### src/design/sfbwg_pkg.sv
// Purpose: Shared constants for the serial flash front end and write guard
// Assumes: Status word bit 0 is the busy flag, bit 15 the suspend flag
// Notes: Instruction codes not printed alongside the lane modes follow common practice
package sfbwg_pkg;
  // Instruction codes
  localparam logic [7:0] OP_WREN = 8'h06;
  localparam logic [7:0] OP_WRDI = 8'h04;
  localparam logic [7:0] OP_RDSR1 = 8'h05;
  localparam logic [7:0] OP_RDSR2 = 8'h35;
  localparam logic [7:0] OP_WRSR = 8'h01;
  localparam logic [7:0] OP_PP = 8'h02;
  localparam logic [7:0] OP_QPP = 8'h32;
  localparam logic [7:0] OP_SE = 8'h20;
  localparam logic [7:0] OP_BE32 = 8'h52;
  localparam logic [7:0] OP_BE = 8'hD8;
  localparam logic [7:0] OP_CE = 8'hC7;
  localparam logic [7:0] OP_CE2 = 8'h60;
  localparam logic [7:0] OP_SECE = 8'h44;
  localparam logic [7:0] OP_SECP = 8'h42;
  localparam logic [7:0] OP_PD = 8'hB9;
  localparam logic [7:0] OP_RPD = 8'hAB;
  localparam logic [7:0] OP_SUSP = 8'h75;
  localparam logic [7:0] OP_RESM = 8'h7A;
  localparam logic [7:0] OP_READ = 8'h03;
  localparam logic [7:0] OP_FREAD = 8'h0B;
  localparam logic [7:0] OP_DOUT = 8'h3B;
  localparam logic [7:0] OP_DIO = 8'hBB;
  localparam logic [7:0] OP_QOUT = 8'h6B;
  localparam logic [7:0] OP_QIO = 8'hEB;
  localparam logic [7:0] OP_WQIO = 8'hE7;
  localparam logic [7:0] OP_OQIO = 8'hE3;
  // Status word bit positions
  localparam int BUSY_BIT = 0;
  localparam int WE_BIT = 1;
  localparam int BP_LO_BIT = 2;
  localparam int TB_BIT = 5;
  localparam int LOCK_LO_BIT = 7;
  localparam int LOCK_HI_BIT = 8;
  localparam int QUAD_BIT = 9;
  localparam int SUS_BIT = 15;
  localparam logic [15:0] STAT_RST = 16'h0000;
  localparam logic [15:0] STAT_WR_MASK = 16'h7BFC;
  localparam logic [15:0] STAT_OTP_MASK = 16'h3800;
  // Clock counts of address and dummy phases
  localparam logic [5:0] ADDR_CLK_X1 = 6'h18;
  localparam logic [5:0] ADDR_CLK_X2 = 6'h0C;
  localparam logic [5:0] ADDR_CLK_X4 = 6'h06;
  localparam logic [5:0] DUMMY_FAST = 6'h08;
  localparam logic [5:0] DUMMY_DIO = 6'h04;
  localparam logic [5:0] DUMMY_QIO = 6'h06;
  localparam logic [5:0] DUMMY_WQIO = 6'h04;
  localparam logic [5:0] DUMMY_OQIO = 6'h02;
  // Frame states
  typedef enum logic [5:0] {
    ST_CMD = 6'h01,
    ST_ADDR = 6'h02,
    ST_DUMMY = 6'h04,
    ST_DIN = 6'h08,
    ST_DOUT = 6'h10,
    ST_IGNORE = 6'h20
  } sfbwg_state_t;
endpackage

### src/design/sfbwg_top.sv
// Purpose: Serial bus front end of a serial flash with write guarding
// Assumes: Array read data arrives on core_clk_i for the address shown
// Notes: All bus input pins pass two flops; the bus clock is sampled, not used as a clock
`timescale 1ns/1ps

// Overview of operation
// RL1: Single lane: sample instruction, address and data on bus clock rising edge.
// RL2: Single lane: shift read and status bits out on bus clock falling edge.
// RL3: Bus modes 0 and 3 both work; idle clock level is irrelevant.
// RL4: Opcodes 3Bh and BBh use lanes zero and one as two-way lanes.
// RL5: Four-lane reads use all lanes; protect pin is lane two, pause lane three.
// RL6: Four-lane instructions only honoured while quad enable is set.
// RL7: Pause works only in one and two lane operation while selected.
// RL8: Pause starts at pause edge if clock low, else after next falling edge.
// RL9: Pause ends at pause edge if clock low, else after next falling edge.
// RL10: Paused: output floats, input and clock ignored, frame state kept.
// RL11: Master keeps select low during pause; raising it resets the frame.
// RL12: Write-type instructions rejected until power-up inhibit delay expires.
// RL13: Latch clear at power-up; writes need a prior write enable.
// RL14: Program, erase or status write completion clears the latch.
// RL15: In power-down only the release instruction is honoured.
// RL16: Status writes gated by lock bits, latch, and protect pin outside quad.
// RL17: Busy bit set during operations; only status read and suspend honoured.
// RL18: Operation end clears busy and instructions are accepted again.
// RL19: Latch is status bit one, set by write enable.
// RL20: Write disable clears the latch; other write-type instructions clear it only on completion.
// RL21: Three protect bits at status two to four, set by status write.
// RL22: Protect bits reset to zero, nothing protected.
// RL23: Lock bits 00: protect pin ignored, latch alone gates status writes.
// RL24: Lock bits 01 with protect pin low: status register locked.
// RL25: Quad enable is status bit nine and disables protect and pause pins.
// RL26: Select high abandons partial instruction; next frame starts fresh.
module sfbwg_top #(
  parameter int CNT_W = 24,
  parameter logic [CNT_W-1:0] INHIBIT_CYCLES = 24'h0003E8,
  parameter logic [CNT_W-1:0] PROG_CYCLES = 24'h0003E8,
  parameter logic [CNT_W-1:0] ERASE_CYCLES = 24'h0007D0,
  parameter logic [CNT_W-1:0] WRSR_CYCLES = 24'h0003E8
) (
  // Clock and reset
  input wire logic core_clk_i,
  input wire logic rst_n_i,
  // Bus clock and select from the master
  input wire logic sclk_i,
  input wire logic cs_n_i,
  // Data lanes, each input, output and active-low enable
  input wire logic lane_zero_i,
  output logic lane_zero_o,
  output logic lane_zero_oe_n_o,
  input wire logic lane_one_i,
  output logic lane_one_o,
  output logic lane_one_oe_n_o,
  input wire logic lane_two_i,
  output logic lane_two_o,
  output logic lane_two_oe_n_o,
  input wire logic lane_three_i,
  output logic lane_three_o,
  output logic lane_three_oe_n_o,
  // Array read port
  output logic [23:0] rd_addr_o,
  input wire logic [7:0] rd_data_i
);

  typedef struct packed {
    logic [5:0] sync1;
    logic [5:0] sync2;
    logic sclk_q;
    logic cs_q;
    sfbwg_pkg::sfbwg_state_t st;
    logic [5:0] cnt;
    logic [5:0] alen;
    logic [5:0] dumm;
    logic din;
    logic [7:0] opc;
    logic [31:0] sh;
    logic [5:0] dbits;
    logic [2:0] win;
    logic [2:0] wout;
    logic quad;
    logic paused;
    logic [7:0] osr;
    logic [3:0] ocnt;
    logic odrv;
    logic [3:0] obits;
    logic [23:0] addr;
    logic [15:0] stat;
    logic pd;
    logic [CNT_W-1:0] bcnt;
    logic [CNT_W-1:0] pucnt;
  } sfbwg_regs_t;

  sfbwg_regs_t r;
  sfbwg_regs_t n;
  logic cs_n;
  logic sclk;
  logic rise;
  logic fall;
  logic qen;
  logic lock;
  logic wr_ok;
  logic prot;
  logic [31:0] sh_new;
  logic [7:0] obyte;
  logic [7:0] src;
  logic [5:0] psize;
  logic [2:0] bp;
  logic drive;

  // Synchronised pin views and bus clock edges
  assign cs_n = r.sync2[5];
  assign sclk = r.sync2[4];
  assign rise = sclk & ~r.sclk_q; // RL3
  assign fall = ~sclk & r.sclk_q; // RL3
  assign qen = r.stat[sfbwg_pkg::QUAD_BIT];
  assign bp = r.stat[sfbwg_pkg::BP_LO_BIT +: 3];

  // Status lock: protect pin only counts outside quad mode
  assign lock = r.stat[sfbwg_pkg::LOCK_HI_BIT] | // RL16
    (r.stat[sfbwg_pkg::LOCK_LO_BIT] & ~r.sync2[2] & ~qen); // RL23 RL24 RL25
  assign wr_ok = r.stat[sfbwg_pkg::WE_BIT] & (r.pucnt == '0) & // RL12 RL13
    ~r.stat[sfbwg_pkg::BUSY_BIT] & ~r.pd;

  // Protected region in 64KB blocks, top or bottom; sector and complement ignored
  assign psize = (bp == 3'h0) ? 6'h00 : 6'(6'h01 << (bp - 3'h1));
  assign prot = (bp >= 3'h6) ? 1'b1 : // RL21
    (r.stat[sfbwg_pkg::TB_BIT] ? ({1'b0, r.addr[20:16]} < psize) :
    (psize != 6'h00) && ({1'b0, r.addr[20:16]} >= 6'h20 - psize));

  // Input shift by lane width
  always_comb begin
    case (r.win)
      3'h2: sh_new = {r.sh[29:0], r.sync2[1:0]}; // RL4
      3'h4: sh_new = {r.sh[27:0], r.sync2[3:0]}; // RL5
      default: sh_new = {r.sh[30:0], r.sync2[0]}; // RL1
    endcase
  end

  // Output byte source
  always_comb begin
    if (r.opc == sfbwg_pkg::OP_RDSR1) begin
      src = r.stat[7:0];
    end else if (r.opc == sfbwg_pkg::OP_RDSR2) begin
      src = r.stat[15:8];
    end else begin
      src = rd_data_i;
    end
    obyte = (r.ocnt == 4'h0) ? src : r.osr;
  end

  // Next state
  always_comb begin
    n = r;
    n.sync1 = {cs_n_i, sclk_i, lane_three_i, lane_two_i, lane_one_i, lane_zero_i};
    n.sync2 = r.sync1;
    n.sclk_q = sclk;
    n.cs_q = cs_n;
    // Power-up write inhibit countdown
    if (r.pucnt != '0) begin
      n.pucnt = r.pucnt - 1'b1;
    end
    // Operation timer freezes while suspended
    if (r.bcnt != '0 && !r.stat[sfbwg_pkg::SUS_BIT]) begin
      n.bcnt = r.bcnt - 1'b1;
      if (r.bcnt == CNT_W'(1)) begin
        n.stat[sfbwg_pkg::BUSY_BIT] = 1'b0; // RL18
        n.stat[sfbwg_pkg::WE_BIT] = 1'b0; // RL14
      end
    end
    // Pause follows the pin only while the bus clock is low
    if (cs_n) begin
      n.paused = 1'b0; // RL11
    end else if (!qen && !r.quad && !sclk) begin // RL7 RL25
      n.paused = ~r.sync2[3]; // RL8 RL9
    end
    if (cs_n) begin
      // Frame end: act on a complete instruction, then start over
      if (!r.cs_q && r.st == sfbwg_pkg::ST_DIN) begin
        case (r.opc)
          sfbwg_pkg::OP_WREN: begin
            if (r.dbits == 6'h00 && r.pucnt == '0) begin // RL12
              n.stat[sfbwg_pkg::WE_BIT] = 1'b1; // RL19
            end
          end
          sfbwg_pkg::OP_WRDI: begin
            if (r.dbits == 6'h00) begin
              n.stat[sfbwg_pkg::WE_BIT] = 1'b0; // RL20
            end
          end
          sfbwg_pkg::OP_WRSR: begin
            if ((r.dbits == 6'h08 || r.dbits == 6'h10) && wr_ok && !lock) begin // RL16
              n.stat = (r.stat & ~sfbwg_pkg::STAT_WR_MASK) | // RL21
                (r.stat & sfbwg_pkg::STAT_OTP_MASK) |
                (((r.dbits == 6'h08) ? {r.stat[15:8], r.sh[7:0]} :
                {r.sh[7:0], r.sh[15:8]}) & sfbwg_pkg::STAT_WR_MASK);
              n.stat[sfbwg_pkg::BUSY_BIT] = 1'b1; // RL17
              n.stat[sfbwg_pkg::WE_BIT] = 1'b1;
              n.bcnt = WRSR_CYCLES;
            end
          end
          sfbwg_pkg::OP_PP, sfbwg_pkg::OP_QPP: begin
            if (r.dbits >= 6'h08 && wr_ok && !prot) begin // RL13
              n.stat[sfbwg_pkg::BUSY_BIT] = 1'b1; // RL17
              n.bcnt = PROG_CYCLES;
            end
          end
          sfbwg_pkg::OP_SE, sfbwg_pkg::OP_BE32, sfbwg_pkg::OP_BE: begin
            if (r.dbits == 6'h00 && wr_ok && !prot) begin // RL13
              n.stat[sfbwg_pkg::BUSY_BIT] = 1'b1; // RL17
              n.bcnt = ERASE_CYCLES;
            end
          end
          sfbwg_pkg::OP_CE, sfbwg_pkg::OP_CE2: begin
            if (r.dbits == 6'h00 && wr_ok && bp == 3'h0) begin // RL13
              n.stat[sfbwg_pkg::BUSY_BIT] = 1'b1; // RL17
              n.bcnt = ERASE_CYCLES;
            end
          end
          sfbwg_pkg::OP_SECE, sfbwg_pkg::OP_SECP: begin
            if (wr_ok) begin
              n.stat[sfbwg_pkg::BUSY_BIT] = 1'b1; // RL17
              n.bcnt = PROG_CYCLES;
            end
          end
          sfbwg_pkg::OP_PD: begin
            if (r.dbits == 6'h00) begin
              n.pd = 1'b1;
            end
          end
          sfbwg_pkg::OP_RPD: begin
            n.pd = 1'b0; // RL15
          end
          sfbwg_pkg::OP_SUSP: begin
            if (r.stat[sfbwg_pkg::BUSY_BIT]) begin
              n.stat[sfbwg_pkg::SUS_BIT] = 1'b1;
              n.stat[sfbwg_pkg::BUSY_BIT] = 1'b0;
            end
          end
          sfbwg_pkg::OP_RESM: begin
            if (r.stat[sfbwg_pkg::SUS_BIT]) begin
              n.stat[sfbwg_pkg::SUS_BIT] = 1'b0;
              n.stat[sfbwg_pkg::BUSY_BIT] = 1'b1;
            end
          end
          default: begin
          end
        endcase
      end
      // Partial frames are dropped here
      n.st = sfbwg_pkg::ST_CMD; // RL26
      n.cnt = 6'h00;
      n.dbits = 6'h00;
      n.win = 3'h1;
      n.wout = 3'h1;
      n.quad = 1'b0;
      n.din = 1'b0;
      n.dumm = 6'h00;
      n.ocnt = 4'h0;
      n.odrv = 1'b0;
    end else if (!r.paused) begin // RL10
      if (rise) begin
        n.sh = sh_new;
        n.cnt = r.cnt + 6'h01;
        case (r.st)
          sfbwg_pkg::ST_CMD: begin
            if (r.cnt == 6'h07) begin
              n.opc = sh_new[7:0];
              n.cnt = 6'h00;
              n.st = sfbwg_pkg::ST_IGNORE;
              n.alen = sfbwg_pkg::ADDR_CLK_X1;
              if (r.pd) begin
                if (sh_new[7:0] == sfbwg_pkg::OP_RPD) begin // RL15
                  n.st = sfbwg_pkg::ST_DIN;
                end
              end else if (r.stat[sfbwg_pkg::BUSY_BIT]) begin
                if (sh_new[7:0] == sfbwg_pkg::OP_RDSR1 || sh_new[7:0] == sfbwg_pkg::OP_RDSR2) begin
                  n.st = sfbwg_pkg::ST_DOUT; // RL17
                end else if (sh_new[7:0] == sfbwg_pkg::OP_SUSP) begin
                  n.st = sfbwg_pkg::ST_DIN; // RL17
                end
              end else begin
                case (sh_new[7:0])
                  sfbwg_pkg::OP_RDSR1, sfbwg_pkg::OP_RDSR2: begin
                    n.st = sfbwg_pkg::ST_DOUT;
                  end
                  sfbwg_pkg::OP_READ: begin
                    n.st = sfbwg_pkg::ST_ADDR;
                  end
                  sfbwg_pkg::OP_FREAD: begin
                    n.st = sfbwg_pkg::ST_ADDR;
                    n.dumm = sfbwg_pkg::DUMMY_FAST;
                  end
                  sfbwg_pkg::OP_DOUT: begin
                    n.st = sfbwg_pkg::ST_ADDR; // RL4
                    n.dumm = sfbwg_pkg::DUMMY_FAST;
                    n.wout = 3'h2;
                  end
                  sfbwg_pkg::OP_DIO: begin
                    n.st = sfbwg_pkg::ST_ADDR; // RL4
                    n.alen = sfbwg_pkg::ADDR_CLK_X2;
                    n.dumm = sfbwg_pkg::DUMMY_DIO;
                    n.win = 3'h2;
                    n.wout = 3'h2;
                  end
                  sfbwg_pkg::OP_QOUT: begin
                    if (qen) begin // RL6
                      n.st = sfbwg_pkg::ST_ADDR; // RL5
                      n.dumm = sfbwg_pkg::DUMMY_FAST;
                      n.wout = 3'h4;
                      n.quad = 1'b1;
                    end
                  end
                  sfbwg_pkg::OP_QIO, sfbwg_pkg::OP_WQIO, sfbwg_pkg::OP_OQIO: begin
                    if (qen) begin // RL6
                      n.st = sfbwg_pkg::ST_ADDR; // RL5
                      n.alen = sfbwg_pkg::ADDR_CLK_X4;
                      n.dumm = (sh_new[7:0] == sfbwg_pkg::OP_QIO) ? sfbwg_pkg::DUMMY_QIO :
                        (sh_new[7:0] == sfbwg_pkg::OP_WQIO) ? sfbwg_pkg::DUMMY_WQIO :
                        sfbwg_pkg::DUMMY_OQIO;
                      n.win = 3'h4;
                      n.wout = 3'h4;
                      n.quad = 1'b1;
                    end
                  end
                  sfbwg_pkg::OP_QPP: begin
                    if (qen) begin // RL6
                      n.st = sfbwg_pkg::ST_ADDR;
                      n.din = 1'b1;
                      n.quad = 1'b1;
                    end
                  end
                  sfbwg_pkg::OP_PP, sfbwg_pkg::OP_SE, sfbwg_pkg::OP_BE32, sfbwg_pkg::OP_BE,
                  sfbwg_pkg::OP_SECE, sfbwg_pkg::OP_SECP: begin
                    n.st = sfbwg_pkg::ST_ADDR;
                    n.din = 1'b1;
                  end
                  default: begin
                    n.st = sfbwg_pkg::ST_DIN;
                  end
                endcase
              end
            end
          end
          sfbwg_pkg::ST_ADDR: begin
            if (r.cnt + 6'h01 == r.alen) begin
              n.addr = sh_new[23:0];
              n.cnt = 6'h00;
              n.win = (r.opc == sfbwg_pkg::OP_QPP) ? 3'h4 : 3'h1;
              if (r.din) begin
                n.st = sfbwg_pkg::ST_DIN;
              end else if (r.dumm != 6'h00) begin
                n.st = sfbwg_pkg::ST_DUMMY;
              end else begin
                n.st = sfbwg_pkg::ST_DOUT;
              end
            end
          end
          sfbwg_pkg::ST_DUMMY: begin
            if (r.cnt + 6'h01 == r.dumm) begin
              n.st = sfbwg_pkg::ST_DOUT;
            end
          end
          sfbwg_pkg::ST_DIN: begin
            if (r.dbits < 6'h38) begin
              n.dbits = r.dbits + {3'h0, r.win};
            end
          end
          default: begin
          end
        endcase
      end
      // Output shifting on the falling edge; array address moves per byte
      if (fall && r.st == sfbwg_pkg::ST_DOUT) begin
        n.odrv = 1'b1;
        case (r.wout)
          3'h2: n.obits = {2'h0, obyte[7:6]}; // RL4
          3'h4: n.obits = obyte[7:4]; // RL5
          default: n.obits = {2'h0, obyte[7], 1'b0}; // RL2
        endcase
        n.osr = 8'(obyte << r.wout);
        n.ocnt = ((r.ocnt == 4'h0) ? 4'h8 : r.ocnt) - {1'b0, r.wout};
        if (r.ocnt == 4'h0) begin
          n.addr = r.addr + 24'h000001;
        end
      end
    end
  end

  // State register
  always_ff @(posedge core_clk_i or negedge rst_n_i) begin
    if (!rst_n_i) begin
      r <= '0;
      r.sync1 <= 6'h3F;
      r.sync2 <= 6'h3F;
      r.cs_q <= 1'b1;
      r.st <= sfbwg_pkg::ST_CMD;
      r.win <= 3'h1;
      r.wout <= 3'h1;
      r.stat <= sfbwg_pkg::STAT_RST; // RL13 RL22
      r.pucnt <= INHIBIT_CYCLES; // RL12
    end else begin
      r <= n;
    end
  end

  // Lane drivers; float whenever deselected or paused
  assign drive = r.odrv && (r.st == sfbwg_pkg::ST_DOUT) && !cs_n && !r.paused; // RL10
  assign lane_zero_o = r.obits[0];
  assign lane_one_o = r.obits[1];
  assign lane_two_o = r.obits[2];
  assign lane_three_o = r.obits[3];
  assign lane_zero_oe_n_o = ~(drive && r.wout != 3'h1);
  assign lane_one_oe_n_o = ~drive;
  assign lane_two_oe_n_o = ~(drive && r.wout == 3'h4);
  assign lane_three_oe_n_o = ~(drive && r.wout == 3'h4);
  assign rd_addr_o = r.addr;

endmodule

### config.mk
export PLATFORM = sky130hd
export DESIGN_NAME = sfbwg_top
export DESIGN_NICKNAME = d
export VERILOG_FILES = /design/src/design/sfbwg_pkg.sv /design/src/design/sfbwg_top.sv
export SDC_FILE = /design/constraint.sdc
export NUM_CORES = 1
export LEC_CHECK = 0
export BUFFER_PORTS_ARGS = -buffer_cell sky130_fd_sc_hd__clkbuf_2
export CORE_UTILIZATION = 50
export DETAILED_ROUTE_END_ITERATION = 10
export GPL_TIMING_DRIVEN = 0
export PLACE_DENSITY = 0.77
export SYNTH_ARGS = -nofsm -noshare
export SYNTH_HDL_FRONTEND = slang
export SYNTH_SLANG_ARGS = --single-unit
### constraint.sdc
create_clock -name core_clk_i -period 4.4 [get_ports core_clk_i]
set_input_delay 0.88 -clock core_clk_i [delete_from_list [all_inputs] [get_ports core_clk_i]]
set_output_delay 0.88 -clock core_clk_i [all_outputs]
set_load 0.01 [all_outputs]
# [Word level (Yosys, flattened, before mapping)]
# Index checks and enable logic that the tools add are counted.
[totals] regBits=199 input_bits=16 output_inout_bits=32 elab_cells=302
[classes] addsub=8 magnitude_cmp=5 n_eq_ne=69 n_shift=2 n_mux=89 bitwise=22 n_reduce_logical=80
[ops] cell="$mux 24" n=10
[ops] cell="$mux 78" n=2
[ops] cell="$pmux 24 s5" n=1
[ops] cell="$mux 33" n=3
[ops] cell="$eq 8x7->1 const B" n=11
[ops] cell="$eq 8x8->1 const B" n=10
[ops] cell="$mux 6" n=12
[ops] cell="$pmux 32 s2" n=1
[ops] cell="$eq 8x6->1 const B" n=7
[ops] cell="$mux 27" n=2
[ops] cell="$reduce_bool 24->1" n=2
[ops] cell="$sub 24x1->24 const B" n=2
[ops] cell="$mux 13" n=3
[ops] cell="$pmux 6 s3" n=2
[ops] cell="$mux 7" n=5
[ops] cell="$eq 8x3->1 const B" n=4
[ops] cell="$reduce_and 9->1" n=3
[ops] cell="$add 24x1->24 const B" n=1
[ops] cell="$eq 24x1->1 const B" n=1
[ops] cell="$eq 8x2->1 const B" n=3
[ops] cell="$logic_not 24->1" n=1
[ops] cell="$mux 12" n=2
[ops] cell="$mux 8" n=3
[ops] cell="$ne 3x3->1 const B" n=8
[ops] cell="other kinds (72)" n=176

# [Depth between registers and ports, before layout]
[logic_depth] ltp_word=14 ltp_mapped=15 ltp_nobuf=12

# [Worst setup path before layout]
# OpenSTA, ideal clock, no wires.
[synth_timing] path_kind="register to register" from="reg r, in the netlist bp[2]" to="reg r[38] (netlist name)" setup_ns=0.119 t_arrival_ns=2.849 required_time_ns=4.281 path_slack_ns=1.432 stages_incl_launch_ff=14 path_buffers=3 synth_period_minus_slack_ns=2.968 cell_sequence="dfrtp_1 clkbuf_1 or3b_2 ha_1 inv_1 o21a_1 o21ai_0 nand2_1 o21ba_2 nor4b_2 and2_1 buf_6 buf_8 nor2_1"
[synth_rtl] item="start: declaration" line_no="sfbwg_top.sv:92" source="sfbwg_regs_t r;"
[synth_rtl] item="start signal: assignment" line_no="sfbwg_top.sv:401" source="r <= n;"

# [Worst setup path after layout]
[layout_timing] from="reg r[173] (netlist name)" to="reg r, in the netlist rd_addr_o[16]"
[layout_via] elab_chain_len=7
[layout_rtl] item="$add 6x1->6 (*)" line_no="sfbwg_top.sv:344" source="if (r.cnt + 6'h01 == r.alen) begin"
[layout_rtl] item="$eq 6x6->1 (*)" line_no="sfbwg_top.sv:344"
[layout_rtl] item="$mux 24 (*)" line_no="sfbwg_top.sv:344"
[layout_rtl] item="$mux 24 (*)" line_no="sfbwg_top.sv:263" source="case (r.st)"
[layout_rtl] item="$mux 24 (*)" line_no="sfbwg_top.sv:260" source="if (rise) begin"
[layout_rtl] item="$mux 24" line_no="sfbwg_top.sv:381" source="if (r.ocnt == 4'h0) begin"
[layout_rtl] item="$mux 33 (*)" line_no="sfbwg_top.sv:372" source="if (fall && r.st == sfbwg_pkg::ST_DOUT) begin"
# Mark *: on every way between the ends. The rest lies on a longest branch, timed or not. The select of a mux whose other input is x is not followed.
# A chain may end at the register's enable or synchronous reset.

==> report_table.html <==
<table>
<tr><th>Metric</th><th>Value</th></tr>
<tr><th colspan="2">Placement</th></tr>
<tr><td># placed instances</td><td>roughly 1,600</td></tr>
<tr><td>Post-detailed-placement half-perimeter wirelength</td><td>between 20 and 25 mm</td></tr>
<tr><td>Worst Setup Slack post-DPL</td><td>roughly 730 ps</td></tr>
<tr><td>Final estimated routing congestion in global placement</td><td>between 0.9 and 1</td></tr>
<tr><td>IO Port Bufs</td><td>47</td></tr>
<tr><th colspan="2">Critical path</th></tr>
<tr><td>Data arrival time of the worst path</td><td>a little over 4000 ps</td></tr>
<tr><td>CP delay by family, top</td><td>simple AND/OR/NAND/NOR gates</td></tr>
<tr><td>WP data required</td><td>4750 ps</td></tr>
<tr><td>Biggest fanout along the worst timing path</td><td>10</td></tr>
<tr><td>Highest-delay cell along the critical path</td><td>nor4b_1</td></tr>
<tr><td>Setup crit end kind</td><td>flip-flop</td></tr>
<tr><td>Number of buffer and inverter stages on the critical path</td><td>3</td></tr>
<tr><td>Setup Crit Path Kind</td><td>reg2reg</td></tr>
<tr><td>Launching element type of the critical path</td><td>flip-flop</td></tr>
<tr><td>Worst path cell trace</td><td>ha_1 -&gt; clkbuf_1 -&gt; nand3_1 -&gt; xnor2_1 -&gt; nor4b_1 -&gt; and2_1 -&gt; clkbuf_1 -&gt; nand2_1 -&gt; a21oi_2 -&gt; buf_2 -&gt; a21oi_1 -&gt; a21oi_1</td></tr>
<tr><td>Crit-path max cell delay</td><td>650 ps</td></tr>
<tr><th colspan="2">Timing</th></tr>
<tr><td>Clk_skew</td><td>14.1 ps</td></tr>
<tr><td>Post-route setup slack</td><td>between 600 and 700 ps</td></tr>
<tr><td>Setup total negative slack</td><td>0 ps</td></tr>
<tr><td>Finish-stage setup viols</td><td>0</td></tr>
<tr><td>Number of hold violations in the final report</td><td>0</td></tr>
<tr><td>Achievable Freq</td><td>~0.27 GHz</td></tr>
<tr><td>Final worst path period need</td><td>3760 ps</td></tr>
<tr><td>Count of pins over their slew limit</td><td>0</td></tr>
<tr><td>Tightest Pin Transition</td><td>1280 ps</td></tr>
<tr><td>Slew Limit Headroom</td><td>13.9%</td></tr>
<tr><td>Setup repair after global routing missed its margin</td><td>no</td></tr>
<tr><td>Part of the cycle the worst path needs</td><td>a little under nine tenths</td></tr>
<tr><th colspan="2">Logic synthesis</th></tr>
<tr><td>Number of nets produced by synthesis</td><td>roughly 1,300</td></tr>
<tr><td>Share of synthesized registers carrying an async set or reset</td><td>100%</td></tr>
<tr><td>Post-synth design cell area</td><td>about 11,000 sq um</td></tr>
<tr><td>Count of flip-flops with a built-in enable after synthesis</td><td>0</td></tr>
<tr><td>Register area share after synthesis</td><td>about 41%</td></tr>
<tr><td>Synth Register Bits</td><td>roughly 180</td></tr>
<tr><td>Area fraction of the dominant cell type after synthesis</td><td>35.5%</td></tr>
<tr><td>Gate count of the mapped netlist</td><td>1,306</td></tr>
<tr><td>Top cells by instance count after synthesis</td><td>dfrtp_1 (162), nand2_1 (152), o21ai_0 (106), nor2_1 (104), a21oi_1 (80)</td></tr>
<tr><td>Cell with the most instances after synthesis</td><td>dfrtp_1</td></tr>
<tr><td>Cell types occupying the most area after synthesis</td><td>dfrtp_1 (35%), dfstp_2 (5.1%), nand2_1 (5.0%)</td></tr>
<tr><td>Most area-hungry cell type in the Yosys netlist</td><td>dfrtp_1</td></tr>
<tr><td>Most used flip-flop cell after synthesis</td><td>dfrtp_1</td></tr>
<tr><td>Count of yosys warnings during synthesis</td><td>0</td></tr>
<tr><td>Cell variety after synth</td><td>90</td></tr>
<tr><td>Mean instance size in the synthesized netlist</td><td>between 8 and 9 sq um</td></tr>
<tr><th colspan="2">Layout</th></tr>
<tr><td>Number of standard cells in the final layout excluding fillers</td><td>1,666</td></tr>
<tr><td>Layout Nets</td><td>1,410</td></tr>
<tr><td>Multi-input combinational cell area</td><td>6170 sq um</td></tr>
<tr><td>Core utilization of the finished layout</td><td>a little under three fifths</td></tr>
<tr><td>Post-synthesis to final-layout area growth</td><td>11.1%</td></tr>
<tr><td>Share of layout cells above drive strength 1</td><td>between 10% and 20%</td></tr>
<tr><td>Sequential cell area</td><td>between 4000 and 5000 sq um</td></tr>
<tr><td>Fillers</td><td>between 1,500 and 2,000</td></tr>
<tr><td>Antenna cell count</td><td>0</td></tr>
<tr><th colspan="2">Global routing</th></tr>
<tr><td>Vias in the first global route</td><td>around 9,900</td></tr>
<tr><td>Total global routing track utilization</td><td>about 27%</td></tr>
<tr><td>Wire length of the first global-routing pass</td><td>~50 mm</td></tr>
<tr><td>Largest net degree at the start of global routing</td><td>95</td></tr>
<tr><td>Number of antenna violations at the first check in global routing</td><td>0</td></tr>
<tr><td>Congestion Overflow GR</td><td>0</td></tr>
<tr><th colspan="2">Clock network</th></tr>
<tr><td>Number of H-tree branching levels</td><td>4</td></tr>
<tr><td>Setup repair bufs after CTS</td><td>0</td></tr>
<tr><td>Hold-fix buffer count after cts</td><td>0</td></tr>
<tr><td>Deepest clock path buffer count</td><td>2</td></tr>
<tr><td>TritonCTS Buffers</td><td>17</td></tr>
<tr><td>Clock sink total</td><td>about 180</td></tr>
<tr><td>Clock-pin slew on the worst setup and hold paths</td><td>about 80 ps</td></tr>
<tr><td>TritonCTS clock tree</td><td>done</td></tr>
<tr><td>Root buffer cell</td><td>clkbuf_16</td></tr>
<tr><td>Number of instances resized during post-cts repair</td><td>0</td></tr>
<tr><td>Clock latency reported for the late side of the worst-skew pair</td><td>between 400 and 500 ps</td></tr>
<tr><th colspan="2">Floorplanning</th></tr>
<tr><td>Number of top-level pins</td><td>48</td></tr>
<tr><td>Placement row count</td><td>54</td></tr>
<tr><td>Total Die Area</td><td>~23,000 sq um</td></tr>
<tr><td>Chip height</td><td>about 150 microns</td></tr>
<tr><td>Die Span X</td><td>around 150 microns</td></tr>
<tr><td>Placeable core region</td><td>22,100 sq um</td></tr>
<tr><td>Initial cell density of the core</td><td>around half</td></tr>
<tr><th colspan="2">Routing</th></tr>
<tr><td>Detailed router's first-iteration violation count</td><td>roughly 1,000</td></tr>
<tr><td>Mean number of vias per cell</td><td>6.30</td></tr>
<tr><td>Routed length per placed instance</td><td>~19 microns</td></tr>
<tr><td>Detailed-route via count</td><td>between 10,000 and 15,000</td></tr>
<tr><td>Pre-Repair DR Iteration Count</td><td>6</td></tr>
<tr><td>Total wire length after detailed routing</td><td>approximately 31 mm</td></tr>
<tr><td>Post-detailed-route count of antenna-violating nets</td><td>0</td></tr>
<tr><td>Residual DRC count</td><td>0</td></tr>
<tr><th colspan="2">Run status</th></tr>
<tr><td>Outcome</td><td>finished, final reports clean</td></tr>
<tr><th colspan="2">Worst hold path</th></tr>
<tr><td>Tightest Hold Check Type</td><td>reg2reg</td></tr>
<tr><th colspan="2">Power</th></tr>
<tr><td>Total power divided by cell area</td><td>between 200 and 300 nW/um^2</td></tr>
<tr><td>Leak Pwr</td><td>~5.7 nW</td></tr>
<tr><td>Max VDD drop</td><td>~0.21 mV</td></tr>
<tr><th colspan="2">Flow run</th></tr>
<tr><td>Total of max-cap violations</td><td>0</td></tr>
</table>
[worst reg2reg max path: cells and delay by family (launching register included)]
kind | cells | cell delay [ps]
buf+inv | 3 | 910
xor+xnor | 1 | 180
flops | 1 | 460
compound gates | 3 | 660
fa+ha+maj | 1 | 180
simple gates | 4 | 1290
[where the power goes]
group	total, mW	switching [mW]	internal [mW]
combinational	0.162	0.114	0.0474
sequential	1.73	0.0226	1.71
clock	1.67	0.785	0.886
total	3.56	0.922	2.64
[worst paths after layout]
check,cells past startpoint,end,from,slack [ps]
min in group asynchronous,1,r[38],rst_n_i,480
min,0,r[189],n[189],350
max reg2reg,12,rd_addr_o[16],r[173],640
max,12,rd_addr_o[16],r[173],640
max in group asynchronous,2,rd_addr_o[6],rst_n_i,3000
min reg2reg,0,r[189],n[189],350
[per-layer routing]
layer / part of all wire, % / GRT usage, % / vias up / wire [microns]
met5: 0 / 0 / - / 0
met1: 43 / 37.7 / 5052 / 13600
met2: 46 / 42.3 / 496 / 14300
li1: - / - / 4883 / -
met4: 2.7 / 10.6 / 0 / 858
met3: 8.1 / 4.65 / 69 / 2550
[cells by family (layout without fill, tap and decap cells)]
logic type | count (synthesis) | in the layout | synth area share, %
AOI/OAI and AO/OA | 376 | 376 | 21.6
muxes | 26 | 26 | 2.53
xor gates and xnor gates | 63 | 63 | 4.95
and+or+nand+nor | 501 | 501 | 22.4
buffers and inverters | 135 | 215 | 5.51
adders and majority gates | 21 | 21 | 2.43
DFF | 184 | 184 | 40.5
[registers in the layout (all words and copies together) (netlist names)]
register,flops
r,144
cs_n,1
lane_three_o,1
bp,3
lane_zero_o,1
n,7
lane_two_o,1
lane_one_o,1
qen,1
rd_addr_o,24
[layout make-up]
type                       count  area share [%]
multi-input combinational    987            48.5
sequential                   184            36.5
buffer                       106            4.10
clock buffer                  17            3.35
tap                          280            2.76
timing repair buffer          48            2.14
clock inverter                15            1.78
inverter                      29           0.857
[stage by stage]
stage          instance area [sq um]  hold slack (ps)  total power [mW]
6_report                       12700              355              3.56
5_1_grt                        12700              358              3.66
4_1_cts                        12700              357              3.58
3_5_place_dp                   12000              347              1.92
3_3_place_gp                   12000              346              1.92
2_1_floorplan                  11400              345              1.84
[layout by cell type (no fill, tap or decap), types with 11 or more instances in the layout]
cell type  count
dfrtp_1      162
a21o_1        11
o31ai_1       17
nand2b_1      16
o22a_1        17
or2_2         13
nor2_1       104
a31oi_1       11
a21oi_1       80
nand4_1       11
nor2b_1       17
and3_1        15
clkbuf_1      66
nor4_1        19
mux2_2        12
clkbuf_16     17
o21ai_0      106
or4_1         14
mux2i_1       12
o22ai_1       30
clkbuf_2      47
buf_4         25
xor2_1        24
xnor2_1       38
nor3_1        40
dfstp_2       22
nand2_1      152
ha_1          19
nand3_1       34
inv_1         27
(Power assumes the default switching activity.)
